<file path="config.mk">
export PLATFORM = sky130hd
export DESIGN_NAME = gsm_glyph_symbol_map
export DESIGN_NICKNAME = d
export VERILOG_FILES = /design/src/common/gsm_pkg.sv /design/src/verilog/gsm_glyph_mem.sv /design/src/verilog/gsm_glyph_symbol_map.sv
export SDC_FILE = /design/constraint.sdc
export NUM_CORES = 1
export LEC_CHECK = 0
export BUFFER_PORTS_ARGS = -buffer_cell sky130_fd_sc_hd__buf_2
export CAP_MARGIN = 15
export CORE_MARGIN = 2
export CORE_UTILIZATION = 54
export CTS_CLUSTER_SIZE = 14
export DETAILED_ROUTE_END_ITERATION = 7
export PLACE_DENSITY = 0.76
export SYNTH_ARGS = -nofsm -noshare
export SYNTH_HDL_FRONTEND = slang
export SYNTH_SLANG_ARGS = --single-unit
</file>
<file path="constraint.sdc">
create_clock -name i_clk_sys -period 2.5 [get_ports i_clk_sys]
set_input_delay 0.5 -clock i_clk_sys [delete_from_list [all_inputs] [get_ports i_clk_sys]]
set_output_delay 0.5 -clock i_clk_sys [all_outputs]
set_load 0.01 [all_outputs]
</file>
<file path="src/common/gsm_pkg.sv">
// shared constants for the user glyph ram and symbol register block
package gsm_pkg;
  localparam int unsigned CLK_HZ         = 25000000;
  localparam int unsigned RESET_SETTLE_US = 10;
  localparam int unsigned SETTLE_CYC     = (RESET_SETTLE_US * (CLK_HZ / 1000000) < 1) ? 1 :
                                           RESET_SETTLE_US * (CLK_HZ / 1000000);
  localparam int unsigned FRAME_HZ       = 100;
  localparam int unsigned DIGITS_12      = 12;
  localparam int unsigned DIGITS_16      = 16;
  localparam int unsigned DUTY_INV       = 30;
  localparam int unsigned GLYPHS         = 4;
  localparam int unsigned GLYPH_ROWS     = 7;
  localparam int unsigned GLYPH_COLS     = 5;
  localparam int unsigned GLYPH_BITS     = GLYPHS * GLYPH_ROWS * GLYPH_COLS;
  localparam int unsigned SYM_BITS       = 64;
  localparam int unsigned SYM_BYTES      = 16;
  localparam logic [6:0]  SYM_BASE       = 7'h70;
  localparam logic [3:0]  SYM_LAST_12    = 4'hc;
  localparam logic [3:0]  SYM_LAST_16    = 4'hf;
  localparam logic [2:0]  ROW_UNUSED     = 3'h7;
  localparam int unsigned SYM_LSB        = 1;
  localparam int unsigned ROW_W          = 5;
  localparam int unsigned WORDS          = 32;
endpackage

</file>
<file path="src/verilog/gsm_glyph_mem.sv">
// user glyph storage: 32 rows of five dots, registered read port
`timescale 1ns/10ps
module gsm_glyph_mem
  import gsm_pkg::*;
#(
  parameter int unsigned WIDTH = ROW_W,
  parameter int unsigned DEPTH = WORDS
) (
  input  wire logic                     i_clk_sys,
  input  wire logic                     i_we,
  input  wire logic [$clog2(DEPTH)-1:0] i_waddr,
  input  wire logic [WIDTH-1:0]         i_wdata,
  input  wire logic [$clog2(DEPTH)-1:0] i_raddr,
  output logic      [WIDTH-1:0]         o_rdata
);
  // contents are undefined after reset; the host clears them as needed
  logic [WIDTH-1:0] mem [DEPTH];
  always_ff @(posedge i_clk_sys) begin
    if (i_we) begin
      mem[i_waddr] <= i_wdata;
    end
    o_rdata <= mem[i_raddr];
  end
endmodule

</file>
<file path="src/verilog/gsm_glyph_symbol_map.sv">
// user glyph ram, symbol register, reset settling and frame/pump clock enables
`timescale 1ns/10ps
module gsm_glyph_symbol_map
  import gsm_pkg::*;
#(
  parameter int unsigned SETTLE  = SETTLE_CYC,
  parameter int unsigned OSC_DIV = CLK_HZ / (DIGITS_16 * DUTY_INV * FRAME_HZ)
) (
  input  wire logic        i_clk_sys,
  input  wire logic        i_rstn,
  input  wire logic        i_wr,
  input  wire logic [6:0]  i_addr,
  input  wire logic [7:0]  i_data,
  input  wire logic        i_glyph_en,
  input  wire logic        i_digits16,
  input  wire logic        i_rd,
  input  wire logic [1:0]  i_rd_code,
  input  wire logic [2:0]  i_rd_row,
  output logic             o_ready,
  output logic [4:0]       o_row_dots,
  output logic             o_row_valid,
  output logic [63:0]      o_symbols,
  output logic             o_osc_en,
  output logic             o_frame_en,
  output logic             o_pump_en
);
  typedef enum logic [0:0] {GSM_SETTLING, GSM_READY} gsm_state_t;

  typedef struct packed {
    gsm_state_t  st;
    logic [31:0] settle;
    logic [31:0] osc;
    logic [7:0]  digit;
    logic [4:0]  line;
    logic        pump_half;
    logic [63:0] sym;
    logic        rd_pend;
    logic        osc_p;
    logic        frame_p;
    logic        pump_p;
  } gsm_regs_t;

  gsm_regs_t r_q, r_d;
  logic      glyph_we;
  logic [4:0] mem_rdata;
  logic [7:0] digits;
  logic [3:0] sym_idx;
  logic [3:0] sym_last;

  assign digits   = i_digits16 ? 8'(DIGITS_16) : 8'(DIGITS_12);
  assign sym_last = i_digits16 ? SYM_LAST_16 : SYM_LAST_12;
  assign sym_idx  = i_addr[3:0];
  // rows x7 are stored too, but display never reads them
  assign glyph_we = i_wr && (r_q.st == GSM_READY) && (i_addr[6:5] == 2'h0);

  gsm_glyph_mem #(
    .WIDTH (ROW_W),
    .DEPTH (WORDS)
  ) u_mem (
    .i_clk_sys (i_clk_sys),
    .i_we      (glyph_we),
    .i_waddr   (i_addr[4:0]),
    .i_wdata   (i_data[4:0]),
    .i_raddr   ({i_rd_code, i_rd_row}),
    .o_rdata   (mem_rdata)
  );

  always_comb begin
    r_d         = r_q;
    r_d.osc_p   = 1'b0;
    r_d.frame_p = 1'b0;
    r_d.pump_p  = 1'b0;
    r_d.rd_pend = 1'b0;
    unique case (r_q.st)
      GSM_SETTLING: begin
        if (r_q.settle >= 32'(SETTLE - 1)) begin
          r_d.st = GSM_READY;
        end else begin
          r_d.settle = r_q.settle + 32'h1;
        end
      end
      GSM_READY: begin
        // row 7 is a gap slot; reading it yields blank dots
        r_d.rd_pend = i_rd && i_glyph_en && (i_rd_row != ROW_UNUSED);
        if (i_wr && (i_addr[6:4] == SYM_BASE[6:4]) && (sym_idx <= sym_last)) begin
          r_d.sym[sym_idx*4 +: 4] = i_data[SYM_LSB +: 4];
        end
        // oscillator enable; frame every digits*duty ticks, pump every 2*digits ticks
        if (r_q.osc >= 32'(OSC_DIV - 1)) begin
          r_d.osc   = 32'h0;
          r_d.osc_p = 1'b1;
          if (r_q.digit >= digits - 8'h1) begin
            r_d.digit     = 8'h0;
            r_d.pump_half = ~r_q.pump_half;
            r_d.pump_p    = r_q.pump_half;
            if (r_q.line >= 5'(DUTY_INV - 1)) begin
              r_d.line    = 5'h0;
              r_d.frame_p = 1'b1;
            end else begin
              r_d.line = r_q.line + 5'h1;
            end
          end else begin
            r_d.digit = r_q.digit + 8'h1;
          end
        end else begin
          r_d.osc = r_q.osc + 32'h1;
        end
      end
    endcase
  end

  always_ff @(posedge i_clk_sys) begin
    if (!i_rstn) begin
      r_q <= '0;
    end else begin
      r_q <= r_d;
    end
  end

  always_comb begin
    o_symbols = r_q.sym;
    // symbols beyond the twelve-digit range stay dark in 12-digit mode
    if (!i_digits16) begin
      o_symbols[SYM_BITS-1:(SYM_LAST_12+1)*4] = '0;
    end
  end

  assign o_ready     = (r_q.st == GSM_READY);
  assign o_row_dots  = r_q.rd_pend ? mem_rdata : 5'h0;
  assign o_row_valid = r_q.rd_pend;
  assign o_osc_en    = r_q.osc_p;
  assign o_frame_en  = r_q.frame_p;
  assign o_pump_en   = r_q.pump_p;
endmodule

</file>
==> metrics.md, run 1 <==
| Metric | Value |
|---|---|
| Drt total wl | `27200 um` |
| Initial antenna violation count | `3` |
| Mapped Cells | `1023` |
| Classification of the worst-slack hold path | `input port to flop` |
| Transition time at the pin with the least slew margin | `0.634 ns` |
| Period utilization | `0.879` |
| Pin count of the biggest net entering global routing | `80` |
| Async set-reset flop share out of synthesis | `0` |
| Chip height | `between 150 and 200 um` |
| Cell leakage power | `approximately 0.0057 uW` |
| Total vias in the final route | `a little over 8000` |
| Std cell rows | `56` |
| Violation count after the first detailed-route iteration | `670` |
| Count of boundary I/O pins | `100` |
| Number of buffers on the longest clock path | `3` |
| Crit path cell chain | `nand2_1 > nor3_1 > nand2_1 > nor2_1` |
| Syn-to-layout area delta | `12.6%` |
| Type of the setup path with the least slack | `flop to flop` |
| First-pass iteration count of the detailed router | `5` |
| Number of nets in the layout | `between 1000 and 1500` |
| Wire length of the first global-routing pass | `43200 um` |
| Critical path data required time | `approximately 2.7 ns` |
| Area contributors post-synth | `sky130_fd_sc_hd__edfxtp_1 (37%), sky130_fd_sc_hd__dfxtp_1 (23%), sky130_fd_sc_hd__mux2i_1 (6.9%), sky130_fd_sc_hd__mux4_2 (6.9%), sky130_fd_sc_hd__nand2_1 (3.5%)` |
| Post-synthesis cell area | `13000 sq um` |
| Max incr delay on CP | `between 0.5 and 0.6 ns` |
| Fraction of layout cells with a size suffix above 1 | `0.215` |
| Power density relative to cell area | `697 nW/um^2` |
| Register bit total from synthesis | `312` |
| Synth warnings | `0` |
| CP most frequent cell | `sky130_fd_sc_hd__nand2_1` |
| Number of buffers added for setup after CTS | `0` |
| Highest-count cells in the layout ignoring fill and taps | `sky130_fd_sc_hd__edfxtp_1 (160), sky130_fd_sc_hd__dfxtp_1 (152), sky130_fd_sc_hd__nand2_1 (122), sky130_fd_sc_hd__buf_2 (95), sky130_fd_sc_hd__mux2i_1 (90)` |
| Final min period | `2.20 ns` |
| Synthesized area per cell | `between 10 and 15 sq um` |
| Final TNS setup | `0 ns` |
| Maximum vdd drop | `between 400 and 500 uV` |
| Max-cap violation count | `0` |
| Predominant post-synthesis flop cell | `sky130_fd_sc_hd__edfxtp_1` |
| Grt ovf | `0` |
| Nature of the critical path endpoint | `flop` |
| Headroom to the max-slew limit | `0.577` |
| Post-synth net total | `between 1000 and 1500` |
| CTS root buf | `sky130_fd_sc_hd__clkbuf_16` |
| Buffers plus inverters on the worst setup path | `0` |
| Drt drc | `0` |
| Slowest-stage cell, CP | `sky130_fd_sc_hd__nor2_1` |
| F_max | `between 0.4 and 0.5 GHz` |
| Worst reg-to-reg setup slack | `0.30 ns` |
| Sequential element share of the synthesized area | `0.602` |
| Post-CTS Hold Buffers | `0` |
| Post-place instance area | `between 10000 and 15000 sq um` |
| Core Footprint | `23600 sq um` |
| Die footprint | `25400 sq um` |
| Die W | `159 um` |
| Clock-pin slew on the worst setup and hold paths | `~0.060 ns` |
| CP max FO | `8` |
| Port Buf Inserts | `96` |
| Final number of setup-violating endpoints | `0` |
| Clock tree from TritonCTS | `built` |
| Final-layout fill cell count | `approximately 1800` |
| Number of enable-type register cells in the synthesized netlist | `160` |
| Top delay family on crit path | `simple AND/OR/NAND/NOR gates` |
| Crit start category | `flop` |
| RSZ-0062 raised after global routing | `no` |
| Final Cell Area | `14700 sq um` |
| Most common library cell in the layout ignoring fill and taps | `sky130_fd_sc_hd__edfxtp_1` |
| H-tree depth | `1` |
| Arr. time, crit path | `2.38 ns` |
| Wire per inst | `between 15 and 20 um` |
| CTS Buf Count | `30` |
| Final Skew | `~0.0081 ns` |
| Via count of the first global-routing pass | `between 8000 and 9000` |
| Post-cts gate resize count | `0` |
| Avg Vias per Cell | `5.59` |
| Effective utilization at floorplan | `0.552` |
| # clock sinks | `approximately 310` |
| Share of the synthesized area in the top cell type | `0.369` |
| Result of the run | `completed` |
| Placer Congestion | `approximately 0.80` |
| Half-perimeter wire length of the detailed placement result | `18600 um` |
| Clock latency of the later-clocked register in the worst-skew pair | `between 0.5 and 0.6 ns` |
| Number of hold violations in the final report | `0` |
| Cell accounting for the most synthesized area | `sky130_fd_sc_hd__edfxtp_1` |
| Synth unique cells | `57` |
| Total track usage | `0.213` |
| Max Transition Viols Final | `0` |
| Post-route antenna net violation count | `0` |
[Yosys cell counts, types with 4 or more instances]
master                     count
sky130_fd_sc_hd__and2_1       44
sky130_fd_sc_hd__nand2_1     122
sky130_fd_sc_hd__nor2_1       83
sky130_fd_sc_hd__nor3_1       10
sky130_fd_sc_hd__ha_1         16
sky130_fd_sc_hd__a31oi_1       6
sky130_fd_sc_hd__inv_1        14
sky130_fd_sc_hd__xor2_1        7
sky130_fd_sc_hd__buf_2         4
sky130_fd_sc_hd__and4_1        5
sky130_fd_sc_hd__nor3b_1       4
sky130_fd_sc_hd__dfxtp_1     152
sky130_fd_sc_hd__nand2b_1     15
sky130_fd_sc_hd__and3_1        8
sky130_fd_sc_hd__a22o_1        5
sky130_fd_sc_hd__nor4_2        6
sky130_fd_sc_hd__nor4_1       13
sky130_fd_sc_hd__nor2b_1       8
sky130_fd_sc_hd__edfxtp_1    160
sky130_fd_sc_hd__a21oi_1      19
sky130_fd_sc_hd__buf_4        57
sky130_fd_sc_hd__clkbuf_1     26
sky130_fd_sc_hd__a221oi_1      5
sky130_fd_sc_hd__mux2i_1      90
sky130_fd_sc_hd__o22ai_1       5
sky130_fd_sc_hd__a211oi_1      4
sky130_fd_sc_hd__nand3b_1      6
sky130_fd_sc_hd__xnor2_1      10
sky130_fd_sc_hd__or3_1         4
sky130_fd_sc_hd__nand4_1      17
sky130_fd_sc_hd__nand3_1      16
sky130_fd_sc_hd__mux4_2       40
sky130_fd_sc_hd__o21ai_0       5
[power by group]
group	internal, uW	switching (uW)	total (uW)	leakage, uW
Sequential	5390	8.23	5390	0.00266
Clock	2580	1840	4410	0.000478
Combinational	159	267	427	0.00254
Total	8120	2110	10200	0.00568
[sequential cells by signal, indices dropped and copies added (netlist names)]
register	cells
u_mem.mem	160
r_q	90
o_symbols	52
u_mem.o_rdata	5
o_frame_en	1
o_osc_en	1
o_pump_en	1
o_ready	1
o_row_valid	1
[per-layer routing]
metal  vias to the layer above  track usage  part of all wire
met5                         -            0                 0
met4                         0       0.0785             0.033
met3                        59       0.0339             0.047
met2                       222        0.367              0.51
met1                      3973        0.273              0.41
li1                       3835            -                 -
[through the flow]
step	setup WS (ns)	power [uW]	utilization	hold slack [ns]	instances
after floorplan	0.0884	5760	-	0.430	1023
final	0.302	10200	0.622	0.241	1446
after CTS	0.275	10300	0.621	0.210	1443
after detailed placement	0.0802	5930	0.580	0.444	1389
after global placement	0.159	5920	0.580	0.441	1389
after global routing	0.108	10500	0.622	0.241	1446
[cell type report]
| cell class | instances | area (sq um) | share of cell area |
|---|---|---|---|
| Clock inverter | 13 | 114 | 0.00776 |
| Sequential cell | 312 | 7850 | 0.535 |
| Tap cell | 319 | 399 | 0.0272 |
| Timing Repair Buffer | 140 | 851 | 0.0580 |
| Inverter | 14 | 52.6 | 0.00358 |
| Multi-Input combinational cell | 604 | 4560 | 0.310 |
| Antenna cell | 3 | 7.51 | 0.000511 |
| Clock buffer | 41 | 853 | 0.0581 |
[path summary, 6_finish.rpt]
path	depth (start not counted)	endpoint	startpoint
max	4	u_mem.mem[7][4]	o_ready
min	2	o_row_valid	i_rd_row[2]
max reg2reg	4	u_mem.mem[7][4]	o_ready
min reg2reg	2	o_symbols[14]	o_symbols[14]
[cells by family (layout without fill, tap and decap cells)]
group	Yosys count	in the layout	synth area share
AO/OA/AOI/OAI	72	72	0.0415
XOR/XNOR	17	17	0.0114
adder cells (fa/ha/maj)	16	16	0.0154
buffers and inverters	107	208	0.0484
flip-flops	312	312	0.602
multiplexers	130	130	0.138
other	0	3	0
AND/OR/NAND/NOR	369	369	0.143
(Power assumes the default switching activity.)
==> run 2, diff against run 1 <==
--- a/config.mk
+++ b/config.mk
@@ -12,6 +12,7 @@
 export CTS_CLUSTER_SIZE = 14
 export DETAILED_ROUTE_END_ITERATION = 7
 export PLACE_DENSITY = 0.76
+export REMOVE_ABC_BUFFERS = 1
 export SYNTH_ARGS = -nofsm -noshare
 export SYNTH_HDL_FRONTEND = slang
 export SYNTH_SLANG_ARGS = --single-unit
==> metrics.md, run 2 (synthesis gave the netlist of run 1 again) <==
| Metric | Value |
|---|---|
| Wire per inst | `18.7 um (-0.78%)` |
| Sequential share of power | `0.520 (-0.007)` |
| Worst hold slack across all endpoints | `0.222 ns (-0.0189 ns)` |
| Number of nets in the layout | `1147 (+0.26%)` |
| Placer Congestion | `0.819 (+1.8%)` |
| Number of buffers on the longest clock path | `3 (unchanged)` |
| First-pass iteration count of the detailed router | `5 (unchanged)` |
| Tot Pwr | `10400 uW (+1.3%)` |
| Avg Vias per Cell | `5.59 (-0.11%)` |
| Cell leakage power | `0.00571 uW (+0.42%)` |
| Buffers plus inverters on the worst setup path | `0 (unchanged)` |
| Final number of setup-violating endpoints | `0 (unchanged)` |
| Crit path cell chain | `nand2_1 > nor3_1 > nand2_1 > nor2_1` |
| Chip height | `159 um (unchanged)` |
| Via count of the first global-routing pass | `7970 (-1.2%)` |
| Number of buffers added for setup after CTS | `0 (unchanged)` |
| Top delay family on crit path | `simple AND/OR/NAND/NOR gates` |
| Transition time at the pin with the least slew margin | `0.588 ns (-0.0467 ns)` |
| Fraction of layout cells with a size suffix above 1 | `0.217 (+0.00170)` |
| Highest-count cells in the layout ignoring fill and taps | `sky130_fd_sc_hd__edfxtp_1 (160), sky130_fd_sc_hd__dfxtp_1 (152), sky130_fd_sc_hd__nand2_1 (122), sky130_fd_sc_hd__buf_2 (95), sky130_fd_sc_hd__mux2i_1 (90)` |
| Violation count after the first detailed-route iteration | `614 (-8.4%)` |
| Max Transition Viols Final | `0 (unchanged)` |
| Final min period | `2.26 ns (+0.0648 ns)` |
| Result of the run | `completed` |
| Core Footprint | `23600 sq um (unchanged)` |
| Nature of the critical path endpoint | `flop` |
| Cells on Worst Hold Path | `3 (+1)` |
| Die footprint | `25400 sq um (unchanged)` |
| # clock sinks | `312 (unchanged)` |
| Count of boundary I/O pins | `100 (unchanged)` |
| Total track usage | `0.212 (-0.00126)` |
| M1 WL | `12000 um (+6.4%)` |
| Highest metal layer with signal wires | `met4` |
| Post-place instance area | `13700 sq um (about the same)` |
| Effective utilization at floorplan | `0.552 (unchanged)` |
| Half-perimeter wire length of the detailed placement result | `18400 um (-0.80%)` |
| Post-route antenna net violation count | `0 (unchanged)` |
| Total vias in the final route | `8097 (+0.099%)` |
| CP most frequent cell | `sky130_fd_sc_hd__nand2_1` |
| Worst reg-to-reg setup slack | `0.24 ns (-0.06 ns)` |
| Drt drc | `0 (unchanged)` |
| Depth of the worst register-to-register path | `4 (unchanged)` |
| Max incr delay on CP | `0.58 ns (+0.02 ns)` |
| Wire length of the first global-routing pass | `43200 um (+0.22%)` |
| Register ranked first by flip-flop count | `u_mem.mem` |
| Total met3 wirelength after detailed routing | `1200 um (-7.1%)` |
| Clock latency of the later-clocked register in the worst-skew pair | `0.55 ns (about the same)` |
| Clock tree from TritonCTS | `built` |
| Share of total power consumed by net switching | `0.208 (+0.00164)` |
| Critical path data required time | `2.68 ns (about the same)` |
| CTS Buf Count | `31 (+3.3%)` |
| Slowest-stage cell, CP | `sky130_fd_sc_hd__dfxtp_1` |
| Maximum vdd drop | `594 uV (+26%)` |
| Initial antenna violation count | `1 (-2)` |
| Post-cts gate resize count | `0 (unchanged)` |
| Launching point of the worst reg2reg path | `o_ready` |
| Endpoint of the worst-slack reg-to-reg timing path | `u_mem.mem[7][1]` |
| Portion of total power attributed to the clock network | `0.439 (+0.008)` |
| Type of the setup path with the least slack | `flop to flop` |
| Min-delay src | `i_rd` |
| Final Cell Area | `14700 sq um (+0.23%)` |
| Cell Int Power | `8210 uW (+1.1%)` |
| Pin count of the biggest net entering global routing | `40 (-50%)` |
| Power density relative to cell area | `705 nW/um^2 (+1.1%)` |
| Std cell rows | `56 (unchanged)` |
| Period utilization | `0.905 (+0.0259)` |
| Gate power share | `0.041 (about the same)` |
| Final Skew | `0.0171 ns (+0.00895 ns)` |
| Classification of the worst-slack hold path | `input port to flop` |
| Arr. time, crit path | `2.44 ns (+0.06 ns)` |
| Most common library cell in the layout ignoring fill and taps | `sky130_fd_sc_hd__edfxtp_1` |
| Syn-to-layout area delta | `12.9%` |
| Headroom to the max-slew limit | `0.608 (+0.0311)` |
| Switching power total | `2160 uW (+2.2%)` |
| Grt ovf | `0 (unchanged)` |
| Clock-pin slew on the worst setup and hold paths | `0.07 ns (about the same)` |
| Die W | `159 um (unchanged)` |
| Length of routed met2 wiring | `13200 um (-4.0%)` |
| Total placed cells including tap cells | `1391 (+0.14%)` |
| Worst-case hold path end point | `o_row_valid` |
| Number of hold violations in the final report | `0 (unchanged)` |
| H-tree depth | `1 (unchanged)` |
| CP max FO | `8 (unchanged)` |
| Post-CTS Hold Buffers | `0 (unchanged)` |
| Port Buf Inserts | `96 (unchanged)` |
| CTS root buf | `sky130_fd_sc_hd__clkbuf_16` |
| Drt total wl | `27000 um (-0.58%)` |
| RSZ-0062 raised after global routing | `no` |
| F_max | `0.442 GHz (-2.9%)` |
| Non-filler cells, final | `1449 (+0.21%)` |
| Max-cap violation count | `0 (unchanged)` |
| Final TNS setup | `0 ns (unchanged)` |
| Crit start category | `flop` |
| Max FFs per register | `160 (unchanged)` |
==> run 2: cell count changes in the layout (fill, tap and decap cells not counted) <==
cell,delta
sky130_fd_sc_hd__buf_4,+3
sky130_fd_sc_hd__clkbuf_8,-4
sky130_fd_sc_hd__clkinv_4,+2
sky130_fd_sc_hd__bufinv_16,+2
sky130_fd_sc_hd__inv_6,+1
sky130_fd_sc_hd__diode_2,-2
sky130_fd_sc_hd__clkinv_1,+6
sky130_fd_sc_hd__buf_12,-1
sky130_fd_sc_hd__clkinvlp_4,-1
sky130_fd_sc_hd__clkinv_2,+1
sky130_fd_sc_hd__clkbuf_1,-4
==> run 2: stage by stage <==
step                utilization  setup WS (ns)
global route              0.623         0.0308
CTS                       0.623          0.222
floorplan                     -          0.302
detailed placement        0.581         0.0578
finish                    0.623          0.238
global placement          0.581          0.123
==> run 2: how the worst max path moves through the flow <==
stage / startpoint / cells past startpoint / slack [ns] / end
after floorplan: i_digits16 / 7 / 0.30 / o_symbols[16]
after global placement: i_digits16 / 8 / 0.12 / o_symbols[49]
after detailed placement: i_digits16 / 9 / 0.06 / o_symbols[14]
after CTS: o_ready / 4 / 0.22 / u_mem.mem[7][2]
after global routing: o_ready / 4 / 0.03 / u_mem.mem[7][2]
final: o_ready / 4 / 0.24 / u_mem.mem[7][1]
==> run 2: worst reg2reg max path, stage by stage (launching register included) <==
cell	delay (ns)
sky130_fd_sc_hd__dfxtp_1	0.58
sky130_fd_sc_hd__nand2_1	0.11
sky130_fd_sc_hd__nor3_1	0.33
sky130_fd_sc_hd__nand2_1	0.35
sky130_fd_sc_hd__nor2_1	0.52
==> run 2: power groups by stage <==
stage	clock [uW]	combinational, uW	sequential [uW]
finish	4550	426	5390
global route	4820	463	5390
CTS	4620	428	5390
detailed placement	0	426	5500
global placement	0	417	5500
floorplan	0	185	5500
==> run 2: layer usage <==
| metal | up-vias | track usage |
|---|---|---|
| li1 | 3835 | - |
| met1 | 3986 | 0.295 |
| met2 | 220 | 0.353 |
| met3 | 56 | 0.0266 |
| met4 | 0 | 0.0570 |
| met5 | - | 0 |
==> run 2: area by class of cell <==
cell class                 count  area (sq um)
clock inverter                24           220
multi-input combinational    604          4560
antenna                        1          2.50
tap                          319           399
clock buffer                  33           783
timing repair buffer         142           853
sequential                   312          7850
fill                        1799          8900
inverter                      14          52.6
